==> src/verilog/uftsr_pkg.sv <==
/*
  Package for the UART FIFO test and status register block: offsets, fields, resets.
  Assumes a 32-bit register port with byte offsets as the register addresses.
*/
package uftsr_pkg;
  localparam int          ADDR_W          = 8;
  localparam int          DATA_W          = 32;
  localparam int          FIFO_DEPTH      = 16;
  localparam int          LVL_W           = 5;
  localparam int          PTR_W           = 4;
  localparam int          ENTRY_W         = 10;
  // Register offsets.
  localparam logic [7:0]  OFF_TEST_ACCESS = 8'h70;
  localparam logic [7:0]  OFF_TX_READ     = 8'h74;
  localparam logic [7:0]  OFF_RX_TWRITE   = 8'h78;
  localparam logic [7:0]  OFF_STATUS      = 8'h7c;
  localparam logic [7:0]  OFF_TX_LEVEL    = 8'h80;
  localparam logic [7:0]  OFF_RX_LEVEL    = 8'h84;
  localparam logic [7:0]  OFF_SOFT_RESET  = 8'h88;
  localparam logic [7:0]  OFF_RTS_ALIAS   = 8'h8c;
  localparam logic [7:0]  OFF_QUEUE_CTRL  = 8'h08;
  localparam logic [7:0]  OFF_MODEM_CTRL  = 8'h10;
  localparam logic [7:0]  OFF_RX_BUF      = 8'h00;
  localparam logic [7:0]  OFF_TX_PUSH     = 8'h04;
  localparam logic [7:0]  OFF_IRQ_STATUS  = 8'h0c;
  localparam logic [7:0]  OFF_IRQ_ENABLE  = 8'h14;
  localparam logic [7:0]  OFF_IRQ_CLEAR   = 8'h18;
  // Field positions.
  localparam int          BIT_FE          = 9;
  localparam int          BIT_PE          = 8;
  localparam int          ST_RX_FULL      = 4;
  localparam int          ST_RX_NEMPTY    = 3;
  localparam int          ST_TX_EMPTY     = 2;
  localparam int          ST_TX_NFULL     = 1;
  localparam int          ST_BUSY         = 0;
  localparam int          SR_TX_FLUSH     = 2;
  localparam int          SR_RX_FLUSH     = 1;
  localparam int          SR_UART_RESET   = 0;
  localparam int          QC_ENABLE       = 0;
  localparam int          QC_RX_FLUSH     = 1;
  localparam int          QC_TX_FLUSH     = 2;
  localparam int          MC_RTS          = 1;
  localparam int          IRQ_W           = 3;
  localparam int          IRQ_RX_PUSH     = 0;
  localparam int          IRQ_RX_FULL     = 1;
  localparam int          IRQ_TX_EMPTY    = 2;
  // Reset values.
  localparam logic [31:0] RESET_VAL       = 32'h0000_0000;
endpackage

==> src/verilog/uftsr_top.sv <==
/*
  UART FIFO test write, status, fill level, soft reset and request-to-send alias logic.
  Assumes a single-cycle register port master and a serial engine outside that pops
  the transmit FIFO and reports a busy level; one clock only.
*/
`timescale 1ns/1ps

// Notes on behaviour
// - Test write pushes byte into receive FIFO.
// - FIFOs off: test write fills receive buffer.
// - Bits 9 and 8 store framing, parity errors.
// - Test write effective only in test access mode.
// - Status bit 4 shows receive FIFO full.
// - Status bit 3 shows receive FIFO nonempty.
// - Status bit 2 shows transmit FIFO empty.
// - Status bit 1 shows transmit FIFO not full.
// - Status bit 0 shows serial transfer busy.
// - Transmit level reports transmit FIFO entries.
// - Receive level reports receive FIFO entries.
// - Soft reset bit 2 flushes transmit FIFO.
// - Soft reset bit 1 flushes receive FIFO.
// - Soft reset bit 0 resets whole UART.
// - Whole reset covers every clock domain.
// - Alias bit 0 is modem control RTS.
// - Test mode allows software transmit FIFO reads.
module uftsr_top
  import uftsr_pkg::*;
(
  input  wire logic                        CLK,
  input  wire logic                        RST_N,
  input  wire logic [uftsr_pkg::ADDR_W-1:0] ADDR,
  input  wire logic [uftsr_pkg::DATA_W-1:0] WDATA,
  input  wire logic                        WR,
  input  wire logic                        RD,
  output logic      [uftsr_pkg::DATA_W-1:0] RDATA,
  input  wire logic                        SER_BUSY,
  input  wire logic                        SER_TX_POP,
  output logic      [7:0]                  SER_TX_DATA,
  output logic                             SER_TX_VALID,
  output logic                             RTS_N,
  output logic                             IRQ
);
  import uftsr_pkg::*;

  ////////////////////////////////////////////////////////////////////////////////
  // Reset: the pin and the soft reset both assert at once and release on the clock.

  logic                rst_s1_q;
  logic                rst_s2_q;
  logic                soft_rst_q;
  wire                 rst_src_n = RST_N & ~soft_rst_q;
  wire                 rst_n     = rst_s2_q;

  // Only one clock domain exists, so this one synchroniser covers all flops but the soft reset flop and the unreset FIFO memories.
  // The soft reset joins the pin ahead of the flops: assertion is immediate, and release
  // always waits two clock edges, so no register leaves reset on a glitch.
  always_ff @(posedge CLK or negedge rst_src_n) begin
    if (!rst_src_n) begin
      rst_s1_q <= 1'b0;
      rst_s2_q <= 1'b0;
    end else begin
      rst_s1_q <= 1'b1;
      rst_s2_q <= rst_s1_q;
    end
  end

  ////////////////////////////////////////////////////////////////////////////////
  // Decode.
  // Addresses match in full; a write to a read-only offset changes nothing.

  wire wr_access  = WR & (ADDR == OFF_TEST_ACCESS);
  wire rd_txread  = RD & (ADDR == OFF_TX_READ);
  wire wr_rxtest  = WR & (ADDR == OFF_RX_TWRITE);
  wire wr_soft    = WR & (ADDR == OFF_SOFT_RESET);
  wire wr_rts     = WR & (ADDR == OFF_RTS_ALIAS);
  wire wr_qctrl   = WR & (ADDR == OFF_QUEUE_CTRL);
  wire wr_mctrl   = WR & (ADDR == OFF_MODEM_CTRL);
  wire rd_rxbuf   = RD & (ADDR == OFF_RX_BUF);
  wire wr_txpush  = WR & (ADDR == OFF_TX_PUSH);
  wire wr_irq_en  = WR & (ADDR == OFF_IRQ_ENABLE);
  wire wr_irq_clr = WR & (ADDR == OFF_IRQ_CLEAR);

  ////////////////////////////////////////////////////////////////////////////////
  // Control bits.

  logic                test_mode_q;
  logic                fifo_en_q;
  logic [7:0]          mctrl_q;
  logic [IRQ_W-1:0]    irq_en_q;

  // The alias and the full modem control write share one bit, so no read-modify-write.
  wire       rts_d   = wr_rts ? WDATA[0] : wr_mctrl ? WDATA[MC_RTS] : mctrl_q[MC_RTS];
  wire [7:0] mctrl_d = wr_mctrl ? {WDATA[7:2], rts_d, WDATA[0]}
                                : {mctrl_q[7:2], rts_d, mctrl_q[0]};

  // Test access mode opens the software write into the receive FIFO and the software read of the transmit FIFO.
  always_ff @(posedge CLK or negedge rst_n) begin
    if (!rst_n) begin
      test_mode_q <= 1'b0;
    end else if (wr_access) begin
      test_mode_q <= WDATA[0];
    end
  end

  always_ff @(posedge CLK or negedge rst_n) begin
    if (!rst_n) begin
      fifo_en_q <= 1'b0;
    end else if (wr_qctrl) begin
      fifo_en_q <= WDATA[QC_ENABLE];
    end
  end

  always_ff @(posedge CLK or negedge rst_n) begin
    if (!rst_n) begin
      mctrl_q <= RESET_VAL[7:0];
    end else begin
      mctrl_q <= mctrl_d;
    end
  end

  always_ff @(posedge CLK or negedge rst_n) begin
    if (!rst_n) begin
      irq_en_q <= RESET_VAL[IRQ_W-1:0];
    end else if (wr_irq_en) begin
      irq_en_q <= WDATA[IRQ_W-1:0];
    end
  end

  // The soft reset pulse lasts one cycle: the write strobe is gone by the next edge.
  // Its flop sits on the pin reset alone, so the pulse cannot cut itself short.
  always_ff @(posedge CLK or negedge RST_N) begin
    if (!RST_N) begin
      soft_rst_q <= 1'b0;
    end else begin
      soft_rst_q <= wr_soft & WDATA[SR_UART_RESET];
    end
  end

  ////////////////////////////////////////////////////////////////////////////////
  // Receive FIFO, with the single buffer as a separate register read when FIFOs are off.

  logic [ENTRY_W-1:0]  rx_mem [FIFO_DEPTH];
  logic [PTR_W-1:0]    rx_wp_q;
  logic [PTR_W-1:0]    rx_rp_q;
  logic [LVL_W-1:0]    rx_lvl_q;
  logic [ENTRY_W-1:0]  rx_buf_q;

  wire rx_flush  = (wr_soft & WDATA[SR_RX_FLUSH]) | (wr_qctrl & WDATA[QC_RX_FLUSH]);
  wire rx_full   = (rx_lvl_q == LVL_W'(FIFO_DEPTH));
  wire rx_push   = wr_rxtest & test_mode_q & fifo_en_q & ~rx_full;
  wire rx_pop    = rd_rxbuf & fifo_en_q & (rx_lvl_q != '0);
  wire buf_load  = wr_rxtest & test_mode_q & ~fifo_en_q;
  wire [ENTRY_W-1:0] rx_entry = {WDATA[BIT_FE], WDATA[BIT_PE], WDATA[7:0]};

  always_ff @(posedge CLK) begin
    if (rx_push) rx_mem[rx_wp_q] <= rx_entry;
  end

  // Next values; a flush outranks a push or a pop in the same cycle.
  // Pointers wrap on their own width, which equals the depth of sixteen.
  wire [PTR_W-1:0] rx_wp_d  = rx_flush ? '0 : rx_wp_q + PTR_W'(rx_push);
  wire [PTR_W-1:0] rx_rp_d  = rx_flush ? '0 : rx_rp_q + PTR_W'(rx_pop);
  wire [LVL_W-1:0] rx_lvl_d = rx_flush ? '0 : rx_lvl_q + LVL_W'(rx_push) - LVL_W'(rx_pop);

  always_ff @(posedge CLK or negedge rst_n) begin
    if (!rst_n) begin
      rx_wp_q <= '0;
    end else begin
      rx_wp_q <= rx_wp_d;
    end
  end

  always_ff @(posedge CLK or negedge rst_n) begin
    if (!rst_n) begin
      rx_rp_q <= '0;
    end else begin
      rx_rp_q <= rx_rp_d;
    end
  end

  // The level moves in the cycle of the push or pop, so the next bus read sees it.
  always_ff @(posedge CLK or negedge rst_n) begin
    if (!rst_n) begin
      rx_lvl_q <= '0;
    end else begin
      rx_lvl_q <= rx_lvl_d;
    end
  end

  // The single buffer keeps its byte through a flush, as a holding register would.
  always_ff @(posedge CLK or negedge rst_n) begin
    if (!rst_n) begin
      rx_buf_q <= '0;
    end else if (buf_load) begin
      rx_buf_q <= rx_entry;
    end
  end

  ////////////////////////////////////////////////////////////////////////////////
  // Transmit FIFO: software pushes, the serial engine or a test-mode read pops.

  logic [7:0]          tx_mem [FIFO_DEPTH];
  logic [PTR_W-1:0]    tx_wp_q;
  logic [PTR_W-1:0]    tx_rp_q;
  logic [LVL_W-1:0]    tx_lvl_q;

  wire tx_flush  = (wr_soft & WDATA[SR_TX_FLUSH]) | (wr_qctrl & WDATA[QC_TX_FLUSH]);
  wire tx_full   = (tx_lvl_q == LVL_W'(FIFO_DEPTH));
  wire tx_empty  = (tx_lvl_q == '0);
  wire tx_push   = wr_txpush & ~tx_full;
  // In test mode the serial side stops popping so software sees every entry.
  wire tx_pop    = ~tx_empty & (test_mode_q ? rd_txread : SER_TX_POP);

  always_ff @(posedge CLK) begin
    if (tx_push) tx_mem[tx_wp_q] <= WDATA[7:0];
  end

  // Next values; a flush outranks a push or a pop in the same cycle.
  wire [PTR_W-1:0] tx_wp_d  = tx_flush ? '0 : tx_wp_q + PTR_W'(tx_push);
  wire [PTR_W-1:0] tx_rp_d  = tx_flush ? '0 : tx_rp_q + PTR_W'(tx_pop);
  wire [LVL_W-1:0] tx_lvl_d = tx_flush ? '0 : tx_lvl_q + LVL_W'(tx_push) - LVL_W'(tx_pop);

  always_ff @(posedge CLK or negedge rst_n) begin
    if (!rst_n) begin
      tx_wp_q <= '0;
    end else begin
      tx_wp_q <= tx_wp_d;
    end
  end

  always_ff @(posedge CLK or negedge rst_n) begin
    if (!rst_n) begin
      tx_rp_q <= '0;
    end else begin
      tx_rp_q <= tx_rp_d;
    end
  end

  // The level counts test-mode reads as pops, so software can watch it drain.
  always_ff @(posedge CLK or negedge rst_n) begin
    if (!rst_n) begin
      tx_lvl_q <= '0;
    end else begin
      tx_lvl_q <= tx_lvl_d;
    end
  end

  ////////////////////////////////////////////////////////////////////////////////
  // Interrupts: sticky status, enable, write-one-to-clear; a set beats a clear.

  logic [IRQ_W-1:0]    irq_st_q;
  // A level event counts only if the level truly moves: a push and a pop cancel.
  wire  [IRQ_W-1:0]    irq_set = {tx_pop & ~tx_push & (tx_lvl_q == LVL_W'(1)),
                                  rx_push & ~rx_pop & (rx_lvl_q == LVL_W'(FIFO_DEPTH - 1)),
                                  rx_push | buf_load};
  wire  [IRQ_W-1:0]    irq_clr = wr_irq_clr ? WDATA[IRQ_W-1:0] : '0;

  // A clear that meets a new event leaves the bit set, so no event is lost.
  always_ff @(posedge CLK or negedge rst_n) begin
    if (!rst_n) begin
      irq_st_q <= '0;
    end else begin
      irq_st_q <= (irq_st_q & ~irq_clr) | irq_set;
    end
  end

  ////////////////////////////////////////////////////////////////////////////////
  // Read data and registered outputs.

  wire [4:0] status = {rx_full, (rx_lvl_q != '0), tx_empty, ~tx_full, SER_BUSY};

  // Unmapped offsets and write-only registers read as zero.
  logic [DATA_W-1:0] rdata_d;
  always_comb begin
    rdata_d = '0;
    if (RD) begin
      unique case (ADDR)
        OFF_TEST_ACCESS: rdata_d = {31'h0, test_mode_q};
        OFF_TX_READ:     rdata_d = test_mode_q ? {24'h0, tx_mem[tx_rp_q]} : '0;
        OFF_STATUS:      rdata_d = {27'h0, status};
        OFF_TX_LEVEL:    rdata_d = {27'h0, tx_lvl_q};
        OFF_RX_LEVEL:    rdata_d = {27'h0, rx_lvl_q};
        OFF_RTS_ALIAS:   rdata_d = {31'h0, mctrl_q[MC_RTS]};
        OFF_MODEM_CTRL:  rdata_d = {24'h0, mctrl_q};
        OFF_QUEUE_CTRL:  rdata_d = {31'h0, fifo_en_q};
        OFF_IRQ_STATUS:  rdata_d = {29'h0, irq_st_q};
        OFF_IRQ_ENABLE:  rdata_d = {29'h0, irq_en_q};
        OFF_RX_BUF:      rdata_d = fifo_en_q ? {22'h0, rx_mem[rx_rp_q]}
                                             : {22'h0, rx_buf_q};
        default:         rdata_d = '0;
      endcase
    end
  end

  // Named next values keep the output flops plain, and every output leaves a flop.
  wire [7:0] tx_head_d  = tx_mem[tx_rp_q];
  wire       tx_valid_d = ~tx_empty & ~test_mode_q;
  wire       irq_d      = |(irq_st_q & irq_en_q);

  // Read data stand only in the cycle after the strobe, and are zero otherwise.
  always_ff @(posedge CLK or negedge rst_n) begin
    if (!rst_n) begin
      RDATA <= '0;
    end else begin
      RDATA <= rdata_d;
    end
  end

  // The head reaches the serial side a cycle late, so the engine pops on valid.
  always_ff @(posedge CLK or negedge rst_n) begin
    if (!rst_n) begin
      SER_TX_DATA <= '0;
    end else begin
      SER_TX_DATA <= tx_head_d;
    end
  end

  always_ff @(posedge CLK or negedge rst_n) begin
    if (!rst_n) begin
      SER_TX_VALID <= 1'b0;
    end else begin
      SER_TX_VALID <= tx_valid_d;
    end
  end

  // The pin is active low, so it idles high while the block is in reset.
  always_ff @(posedge CLK or negedge rst_n) begin
    if (!rst_n) begin
      RTS_N <= 1'b1;
    end else begin
      RTS_N <= ~mctrl_q[MC_RTS];
    end
  end

  always_ff @(posedge CLK or negedge rst_n) begin
    if (!rst_n) begin
      IRQ <= 1'b0;
    end else begin
      IRQ <= irq_d;
    end
  end

endmodule // uftsr_top

==> config.mk <==
export PLATFORM = sky130hd
export DESIGN_NAME = uftsr_top
export DESIGN_NICKNAME = d
export VERILOG_FILES = /design/src/verilog/uftsr_pkg.sv /design/src/verilog/uftsr_top.sv
export SDC_FILE = /design/constraint.sdc
export NUM_CORES = 1
export LEC_CHECK = 0
export BUFFER_PORTS_ARGS = -buffer_cell sky130_fd_sc_hd__buf_4
export CORE_ASPECT_RATIO = 2
export CORE_MARGIN = 3
export CORE_UTILIZATION = 40
export DETAILED_ROUTE_END_ITERATION = 10
export PLACE_DENSITY = 0.68
export SYNTH_ARGS = -nofsm -noshare
export SYNTH_HDL_FRONTEND = slang
export SYNTH_SLANG_ARGS = --single-unit
==> constraint.sdc <==
create_clock -name CLK -period 2.9 [get_ports CLK]
set_input_delay 0.435 -clock CLK [delete_from_list [all_inputs] [get_ports CLK]]
set_output_delay 0.435 -clock CLK [all_outputs]
set_load 0.03 [all_outputs]
**Word level (Yosys, flattened, before mapping)**

Memories as Yosys holds them, arrays and structs flattened.
Cells that the tools add are included.

- Eq/ne operators: 18
- Bitwise gates (word level): 46
- Reductions and logical operators: 4
- Mux-type cells: 18
- $add $sub $neg: 8

Operator list:

| kind | number |
|---|---|
| case mux 10 bit (11 select lines) | 1 |
| == test 8 x 7 -> 1 bit (second input constant) | 4 |
| == test 8 bit (second input constant) | 4 |
| 2-to-1 mux 32 bit | 1 |
| AND 1 bit | 30 |
| == test 8 x 5 -> 1 bit (second input constant) | 3 |
| adder 4 x 1 -> 4 bit | 4 |
| == test 8 x 4 -> 1 bit (second input constant) | 2 |
| 2-to-1 mux 4 bit | 4 |
| adder 5 x 1 -> 5 bit | 2 |
| == test 5 bit (second input constant) | 2 |
| 2-to-1 mux 10 bit | 1 |
| 2-to-1 mux 5 bit | 2 |
| subtractor 5 x 1 -> 5 bit | 2 |
| inverter 1 bit | 9 |
| == test 8 x 3 -> 1 bit (second input constant) | 1 |
| logical NOT 8 bit | 1 |
| 2-to-1 mux 8 bit | 1 |
| 2-to-1 mux 1 bit | 7 |
| AND 3 bit | 2 |
| == test 5 x 1 -> 1 bit (second input constant) | 1 |
| == test 5 x 4 -> 1 bit (second input constant) | 1 |
| logical NOT 5 bit | 1 |
| nonzero test 5 bit | 1 |
| 5 further kinds | 7 |

- Memory bits (writable): 288
- Bits of input ports: 46
- Output and inout port bits: 43
- Memories kept: 2
- Bits in registers: 98
- Logic and storage cells: 117

Memories:

| memory | words | bits a word | rd ports | clocked after memory_dff | write ports | line | RTL |
|---|---|---|---|---|---|---|---|
| rx_mem | 16 | 10 | 1 | 0 | 1 | uftsr_top.sv:142 | `logic [ENTRY_W-1:0] rx_mem [FIFO_DEPTH];` |
| tx_mem | 16 | 8 | 1 | 0 | 1 | uftsr_top.sv:202 | `logic [7:0] tx_mem [FIFO_DEPTH];` |

**Depth between registers and ports, before layout**

Gate-level depths: netlist of the first run.

- Word-level depth: 8
- Mapped depth: 17
- Gate-level depth less buffers: 15

**Worst setup path before layout of the first run**

OpenSTA, ideal clock, no wires.

- Path type: in2reg
- Start: in ADDR[5] (netlist bit)
- End: reg rx_lvl_q[4]
- Setup time: 0.136 ns
- Cell stages on the path: 15
- Data required time: 2.764 ns
- Data arrival time: 3.086 ns
- Path slack: -0.322 ns
- Buffers on the path: 1
- Path through: buf_2 -> or4_1 -> nor2_4 -> nand2_1 -> nor3_1 -> ha_1 -> inv_1 -> ha_1 -> inv_1 -> fa_1 -> inv_1 -> a21oi_1 -> nor2_1 -> or3_1 -> a21oi_1

- Word-level cells in the longest chain between the ends: 8
- Elaborated cells between the ends (all ways): 19
- Classes of those cells: add/sub (2); eq/ne (3); mux (1); bitwise (12); reduce/logical (1)

RTL lines:

| what | line | RTL |
|---|---|---|
| start, declared | uftsr_top.sv:31 | `input wire logic [uftsr_pkg::ADDR_W-1:0] ADDR,` |
| == test 8 x 7 -> 1 bit | uftsr_top.sv:73 | `wire wr_rxtest = WR & (ADDR == OFF_RX_TWRITE);` |
| AND 1 bit | uftsr_top.sv:73 |  |
| AND 1 bit (3 in series) | uftsr_top.sv:150 | `wire rx_push = wr_rxtest & test_mode_q & fifo_en_q & ~rx_full;` |
| adder 5 x 1 -> 5 bit | uftsr_top.sv:163 | `wire [LVL_W-1:0] rx_lvl_d = rx_flush ? '0 : rx_lvl_q + LVL_W'(rx_push) - LVL_W'(rx_pop);` |
| subtractor 5 x 1 -> 5 bit | uftsr_top.sv:163 |  |
| 2-to-1 mux 5 bit (*) | uftsr_top.sv:163 |  |
| net rx_lvl_d[4] | uftsr_top.sv:163 |  |
| end signal, assigned | uftsr_top.sv:186 | `rx_lvl_q <= rx_lvl_d;` |
| end, declared | uftsr_top.sv:145 | `logic [LVL_W-1:0] rx_lvl_q;` |

The timed path passes the listed nets; every way through them passes the cells marked *.
A chain may end at the register's enable or synchronous reset.

**Worst setup path in the final report of the first run**

- Start: reg rx_lvl_q[2]
- End: reg rx_lvl_q[4]

- Word-level cells in the longest chain between the ends: 6
- Elaborated cells between the ends (all ways): 8
- Classes of those cells: add/sub (2); eq/ne (1); mux (1); bitwise (3); reduce/logical (1)

RTL lines:

| what | line | RTL |
|---|---|---|
| == test 5 bit | uftsr_top.sv:149 | `wire rx_full = (rx_lvl_q == LVL_W'(FIFO_DEPTH));` |
| inverter 1 bit | uftsr_top.sv:150 |  |
| AND 1 bit | uftsr_top.sv:150 |  |
| adder 5 x 1 -> 5 bit | uftsr_top.sv:163 |  |
| subtractor 5 x 1 -> 5 bit (*) | uftsr_top.sv:163 |  |
| 2-to-1 mux 5 bit (*) | uftsr_top.sv:163 |  |
| net rx_lvl_d[4] | uftsr_top.sv:163 |  |

Marks and branches as above.

==> results of run 1 <==
[flip-flops by register name, summed over array words and instances (netlist names), 3 cells and up]
name,cells
tx_mem,128
irq_st_q,3
rx_buf_q,10
RDATA,10
tx_rp_q,4
rx_lvl_q,5
rx_wp_q,4
mctrl_q,8
irq_en_q,3
SER_TX_DATA,8
tx_lvl_q,5
rx_mem,160
tx_wp_q,4
rx_rp_q,4
[synth_stat cells, types with 5 or more instances]
cell type  instances
a211o_1            7
a211oi_1           5
a21oi_1           21
a22oi_1            9
a31oi_1            9
and2_1             9
and3_1             8
buf_1              7
buf_2             15
buf_4             29
clkbuf_1          14
dfrtp_1           75
edfxtp_1         288
ha_1              21
inv_1             20
mux2_2            28
mux2i_1           22
mux4_2            69
nand2_1           24
nand2b_1           6
nand3_1           29
nand3b_1           5
nand4_1            5
nor2_1            58
nor2b_1           18
nor3_1            14
o21ai_0           13
xnor2_1            9
xor2_1             7
[area by class of cell]
cell class / instances / area share
flip-flops and latches: 364 / 0.596
clock buffers: 38 / 0.0469
well taps: 459 / 0.0324
multi-input cells: 476 / 0.247
clock inverters: 18 / 0.0119
repair buffers: 140 / 0.0616
inverters: 21 / 0.00445
[worst min path at each step]
stage	start	end	slack, ns	cells past startpoint
after CTS	RST_N	soft_rst_q	0.16	2
after detailed placement	soft_rst_q	rst_s1_q	0.18	1
after global routing	RST_N	soft_rst_q	0.18	2
final	soft_rst_q	rst_n	0.17	1
after floorplan	RST_N	soft_rst_q	0.14	0
after global placement	soft_rst_q	rst_s1_q	0.16	1
[power by group]
group / leakage, nW / internal, mW / switching (mW)
clock: 0.503 / 2.40 / 1.84
combinational: 2.24 / 1.03 / 1.20
sequential: 3.58 / 5.81 / 0.255
total: 6.32 / 9.24 / 3.29
[per-layer routing]
metal | share of wire | vias up | global-route usage
met4 | 0.056 | 0 | 0.0907
met2 | 0.57 | 190 | 0.351
li1 | - | 3741 | -
met1 | 0.34 | 4316 | 0.180
met3 | 0.028 | 80 | 0.0154
met5 | 0 | - | 0
[worst max-delay path, cell delays in order, from the launching register on]
cell and delay, ns:
dfrtp_1 0.43, inv_1 0.09, ha_1 0.23, nand3_1 0.13
and4_1 0.25, inv_2 0.05, ha_1 0.27, inv_1 0.04
ha_1 0.18, inv_1 0.07, fa_2 0.19, inv_1 0.04
a21oi_1 0.11, nor2_1 0.06, or3_1 0.34, a21oi_1 0.14
[metrics by stage]
step / hold WS, ns / cells / power, mW / TNS [ns] / setup WS [ns]
after CTS: 0.163 / 1516 / 12.6 / 0 / 0.122
after global placement: 0.163 / 1459 / 8.38 / -0.175 / -0.148
final: 0.174 / 1516 / 12.5 / 0 / 0.193
after detailed placement: 0.180 / 1459 / 8.43 / -0.189 / -0.126
after global routing: 0.180 / 1516 / 13.0 / 0 / 0.0293
after floorplan: 0.139 / 927 / 7.64 / -0.0653 / -0.0653
[logic make-up after synthesis]
logic type	share of synthesized area
compound gates	0.0401
xor+xnor	0.00917
fa+ha+maj	0.0198
buf+inv	0.0302
flops	0.691
mux	0.137
other cells	0.000492
simple gates	0.0727
[what timing repair did]
| item | 4_1_cts | 5_1_grt |
|---|---|---|
| buffers inserted | 0 | 0 |
| endpoints found under the hold margin | 3 | 0 |
| resized for setup | 0 | 3 |
| setup endpoints to repair | 0 | 2 |
| hold buffers | 1 | 0 |
==> flow_summary.toml, run 1 <==
[setup_path]
start_kind = "flop"
ff2ff_setup_slack_ns = 0.19
reg2reg_to = "rx_lvl_q[4]"
rr_worst_depth = 15
cp-endpoint = "rx_lvl_q[4]"
worstSetupPathType = "reg -> reg"
end_kind = "flop"
path_max_fanout = 4
reg2reg_from = "rx_lvl_q[2]"
cp.required_ns = 3.39
arrival_ns = 3.19
startpoint = "rx_lvl_q[2]"

[place]
hpwl_um = 25800
portBuffers = 44
post_dp_cell_area_mm2 = 0.0167
routabilityCongestion = 0.903

[die]
io_pins = 89
fp-row-count = 100
start_util = 0.408
die_x_um = 144
die_y_um = 282
die_area_mm2 = 0.0407
core_mm2 = 0.0374

[sta]
max_slew_margin = 0.507
worstMarginPinSlew_ns = 0.735
fmax_mhz = 369
setup_viol = 0
timing.final.crit_share = 0.934
slew_viol_final = 0
hold_violations = 0
final.setup_skew_ns = 0.0119
rsz0062_at_grt = "no"
period_needed_ns = 2.71

[global_routing]
first_global_vias = 8747
grt_max_degree = 41
grt-ovfl-total = 0
antenna_found_initial = 0
track_usage = 0.178
grt_pass1_wl_um = 53600

[logic_synthesis]
synth.distinct_cells = 68
netlist_instances = 906
synth_async_sr_flop_share = 0.209
synth-seq-cells = 364
synth_area_leader_cell = "edfxtp_1"
synth_top_area_frac = 0.566
ys_warn_count = 0
synth.avg_cell_area_um2 = 16.9
synth-edff-count = 288
synth_area_mm2 = 0.0153
synth.top_cells.by_area = "edfxtp_1 (57%), dfrtp_1 (12%), mux4_2 (10%), mux2_2 (2.1%), ha_1 (1.7%)"
ys_seq_area_frac = 0.691
synth_flop_cell = "edfxtp_1"

[layout]
final_area_mm2 = 0.0177
n_antenna_cell = 0
finish.utilization = 0.474
area_growth_pct = 16.0
fillCellCount = 3118
multi_input_area_mm2 = 0.00438
layout_commonest_cell = "edfxtp_1"
seqCellArea_mm2 = 0.0106
layout_common_cells = "edfxtp_1 (288), buf_4 (136), dfrtp_1 (71)"
drive_above_1_share = 0.296
nets = 1102

[cts]
cts_buffers = 30
htreeDepth = 1
cts_root_buffer = "clkbuf_16"
path_clk_slew_ns = 0.06
clkSinkCount = 364
cts.path.max_buffers = 3
cts_tree = "yes"
clk_latency_ns = 0.57

[outcome]
outcome = "finished clean"

[power_and_ir_drop]
peakVddDrop_mv = 0.424
p_leak_nw = 6.32
pwr_density_cell_mw_per_mm2 = 707

[route]
drtAntennaViolNets = 0
wire_per_inst_um = 23.7
drc_errors = 0
vias = 8327
initialDrtViolationCount = 481
dr.pass1.iters = 4
routed_via_density = 5.49
wl_um = 36000

[flow_run]
maxCapViolCount = 0

[min_path]
hold_path_class = "reg -> async"
Power figures use the tool's default switching activity.
==> run 2, diff against run 1 <==
Settings changed: CELL_PAD_IN_SITES_DETAIL_PLACEMENT from default to 0, CELL_PAD_IN_SITES_GLOBAL_PLACEMENT from default to 2, PLACE_DENSITY 0.68 to 0.83.
==> run 2 against run 1 <==
Net effect:
- register-to-register slack better by 0.03 ns
- via count fell by 0.48%
- worst hold slack worse by 0.066 ns
- global-route usage is 0.17 points lower
- clock power up 2%
- setup slack improved by 0.033 ns
- sequential power fell by 1%
- die area unchanged
- cell count is the same
- largest power group unchanged
- highest routed layer unchanged
==> flow_summary.toml, run 2 (same netlist as run 1, synthesis figures left out) <==
[die]
io_pins = 89
die_area_mm2 = 0.0407
fp-row-count = 100
core_mm2 = 0.0374
start_util = 0.408
die_y_um = 282
die_x_um = 144

[cts]
cts.path.max_buffers = 3
post_cts_buffers = 0
clkSinkCount = 364
cts_root_buffer = "clkbuf_16"
clk_latency_ns = 0.59
htreeDepth = 1
cts_buffers = 31
cts_tree = "yes"
path_clk_slew_ns = 0.07

[setup_path]
arrival_ns = 3.18
start_kind = "flop"
end_kind = "flop"
crit_family = "adder cells"
startpoint = "rx_lvl_q[2]"
reg2reg_from = "rx_lvl_q[2]"
cp.required_ns = 3.41
slowest_delay_ns = 0.44
crit_buf_inv = 5
slowest_stage = "dfrtp_2"
worstPathCellList = "inv_1 -> ha_1 -> nor4b_2 -> buf_4 -> nor3_4 -> ha_1 -> inv_1 -> ha_1 -> inv_1 -> fa_2 -> inv_1 -> a21oi_1 -> nor2_1 -> or3_1 -> a21oi_1"
crit_path_frequent_cell = "inv_1"
worstSetupPathType = "reg -> reg"
path_max_fanout = 4

[place]
dpl_worst_slack_ns = -0.138
portBuffers = 44
routabilityCongestion = 0.892
hpwl_um = 25300

[layout]
seqCellArea_mm2 = 0.0106
nets = 1102
layout_commonest_cell = "edfxtp_1"
largest_reg_flops = 160
fillCellCount = 3120
area_growth_pct = 16.0
layout_common_cells = "edfxtp_1 (288), buf_4 (135), dfrtp_1 (70)"
multi_input_area_mm2 = 0.00437
drive_above_1_share = 0.292
finish.utilization = 0.474
regMostFlops = "rx_mem"
n_antenna_cell = 0
reg_top3 = "rx_mem: 160 flops, tx_mem: 128 flops"

[global_routing]
grt_max_degree = 74
grt-ovfl-total = 0
track_usage = 0.176
first_global_vias = 8682
antenna_found_initial = 0
grt_pass1_wl_um = 53100

[route]
wire_per_inst_um = 23.6
routed_via_density = 5.47
wl_um = 35700
dr.pass1.iters = 5
drc_errors = 0
vias = 8287
drtAntennaViolNets = 0
initialDrtViolationCount = 450

[flow_run]
maxCapViolCount = 0

[power_and_ir_drop]
switchingPower_mw = 3.33
swShare = 0.265
p_int_mw = 9.26
peakVddDrop_mv = 0.446
comb_power_share = 0.182
pwr_density_cell_mw_per_mm2 = 711
p_seq_frac = 0.475
p_leak_nw = 6.33
clkPwrFrac = 0.343
power_mw = 12.6

[sta]
setup_viol = 0
worstMarginPinSlew_ns = 0.986
max_slew_margin = 0.342
period_needed_ns = 2.67
slew_viol_final = 0
timing.final.crit_share = 0.922
rsz0062_at_grt = "no"
fmax_mhz = 374
hold_ws_ns = 0.109
final.setup_skew_ns = 0.0105
setup_slack_ns = 0.225
tns_ns = 0
hold_violations = 0

[outcome]
outcome = "finished clean"

[min_path]
hold_path_class = "in -> reg"
hold_start = "WR"
## run 2: layout make-up
cell class	instances	area share
tap	459	0.0324
inverter	21	0.00445
multi-input combinational	476	0.246
clock inverter	23	0.0152
timing repair buffer	139	0.0611
sequential	364	0.596
clock buffer	34	0.0444
## run 2: power groups by stage
stage	combinational (mW)	sequential [mW]	clock [mW]
2_1_floorplan	1.48	6.16	0
3_3_place_gp	2.30	6.10	0
3_5_place_dp	2.33	6.10	0
4_1_cts	2.33	5.99	4.40
5_1_grt	2.48	6.00	4.60
6_report	2.29	5.98	4.32
## run 2: metrics by stage
| stage | instances | area (um2) |
|---|---|---|
| 6_report | 1516 | 17700 |
| 5_1_grt | 1516 | 17700 |
| 4_1_cts | 1516 | 17700 |
| 3_5_place_dp | 1458 | 16600 |
| 3_3_place_gp | 1458 | 16600 |
| 2_1_floorplan | 927 | 15400 |
## run 2: worst paths after layout
check,depth (start not counted),slack (ns),endpoint
setup / recovery,15,0.23,rx_lvl_q[4]
hold reg to reg,1,0.17,rst_n
max in group asynchronous,0,1.69,rx_rp_q[1]
min in group asynchronous,2,0.15,soft_rst_q
hold / removal,2,0.11,mctrl_q[1]
setup reg to reg,15,0.23,rx_lvl_q[4]
## run 2: per-layer routing
metal | vias up | share of wire | wire, um | GRT usage
met5 | - | 0 | 0 | 0
met3 | 89 | 0.032 | 1130 | 0.0166
met1 | 4255 | 0.34 | 12100 | 0.180
met4 | 0 | 0.052 | 1840 | 0.0833
li1 | 3735 | - | - | -
met2 | 208 | 0.58 | 20700 | 0.348
## run 2: repair_timing
action,CTS,global route
hold buffers,1,0
setup endpoints to repair,0,1
hold endpoints to repair,3,0
gates resized for setup,0,2
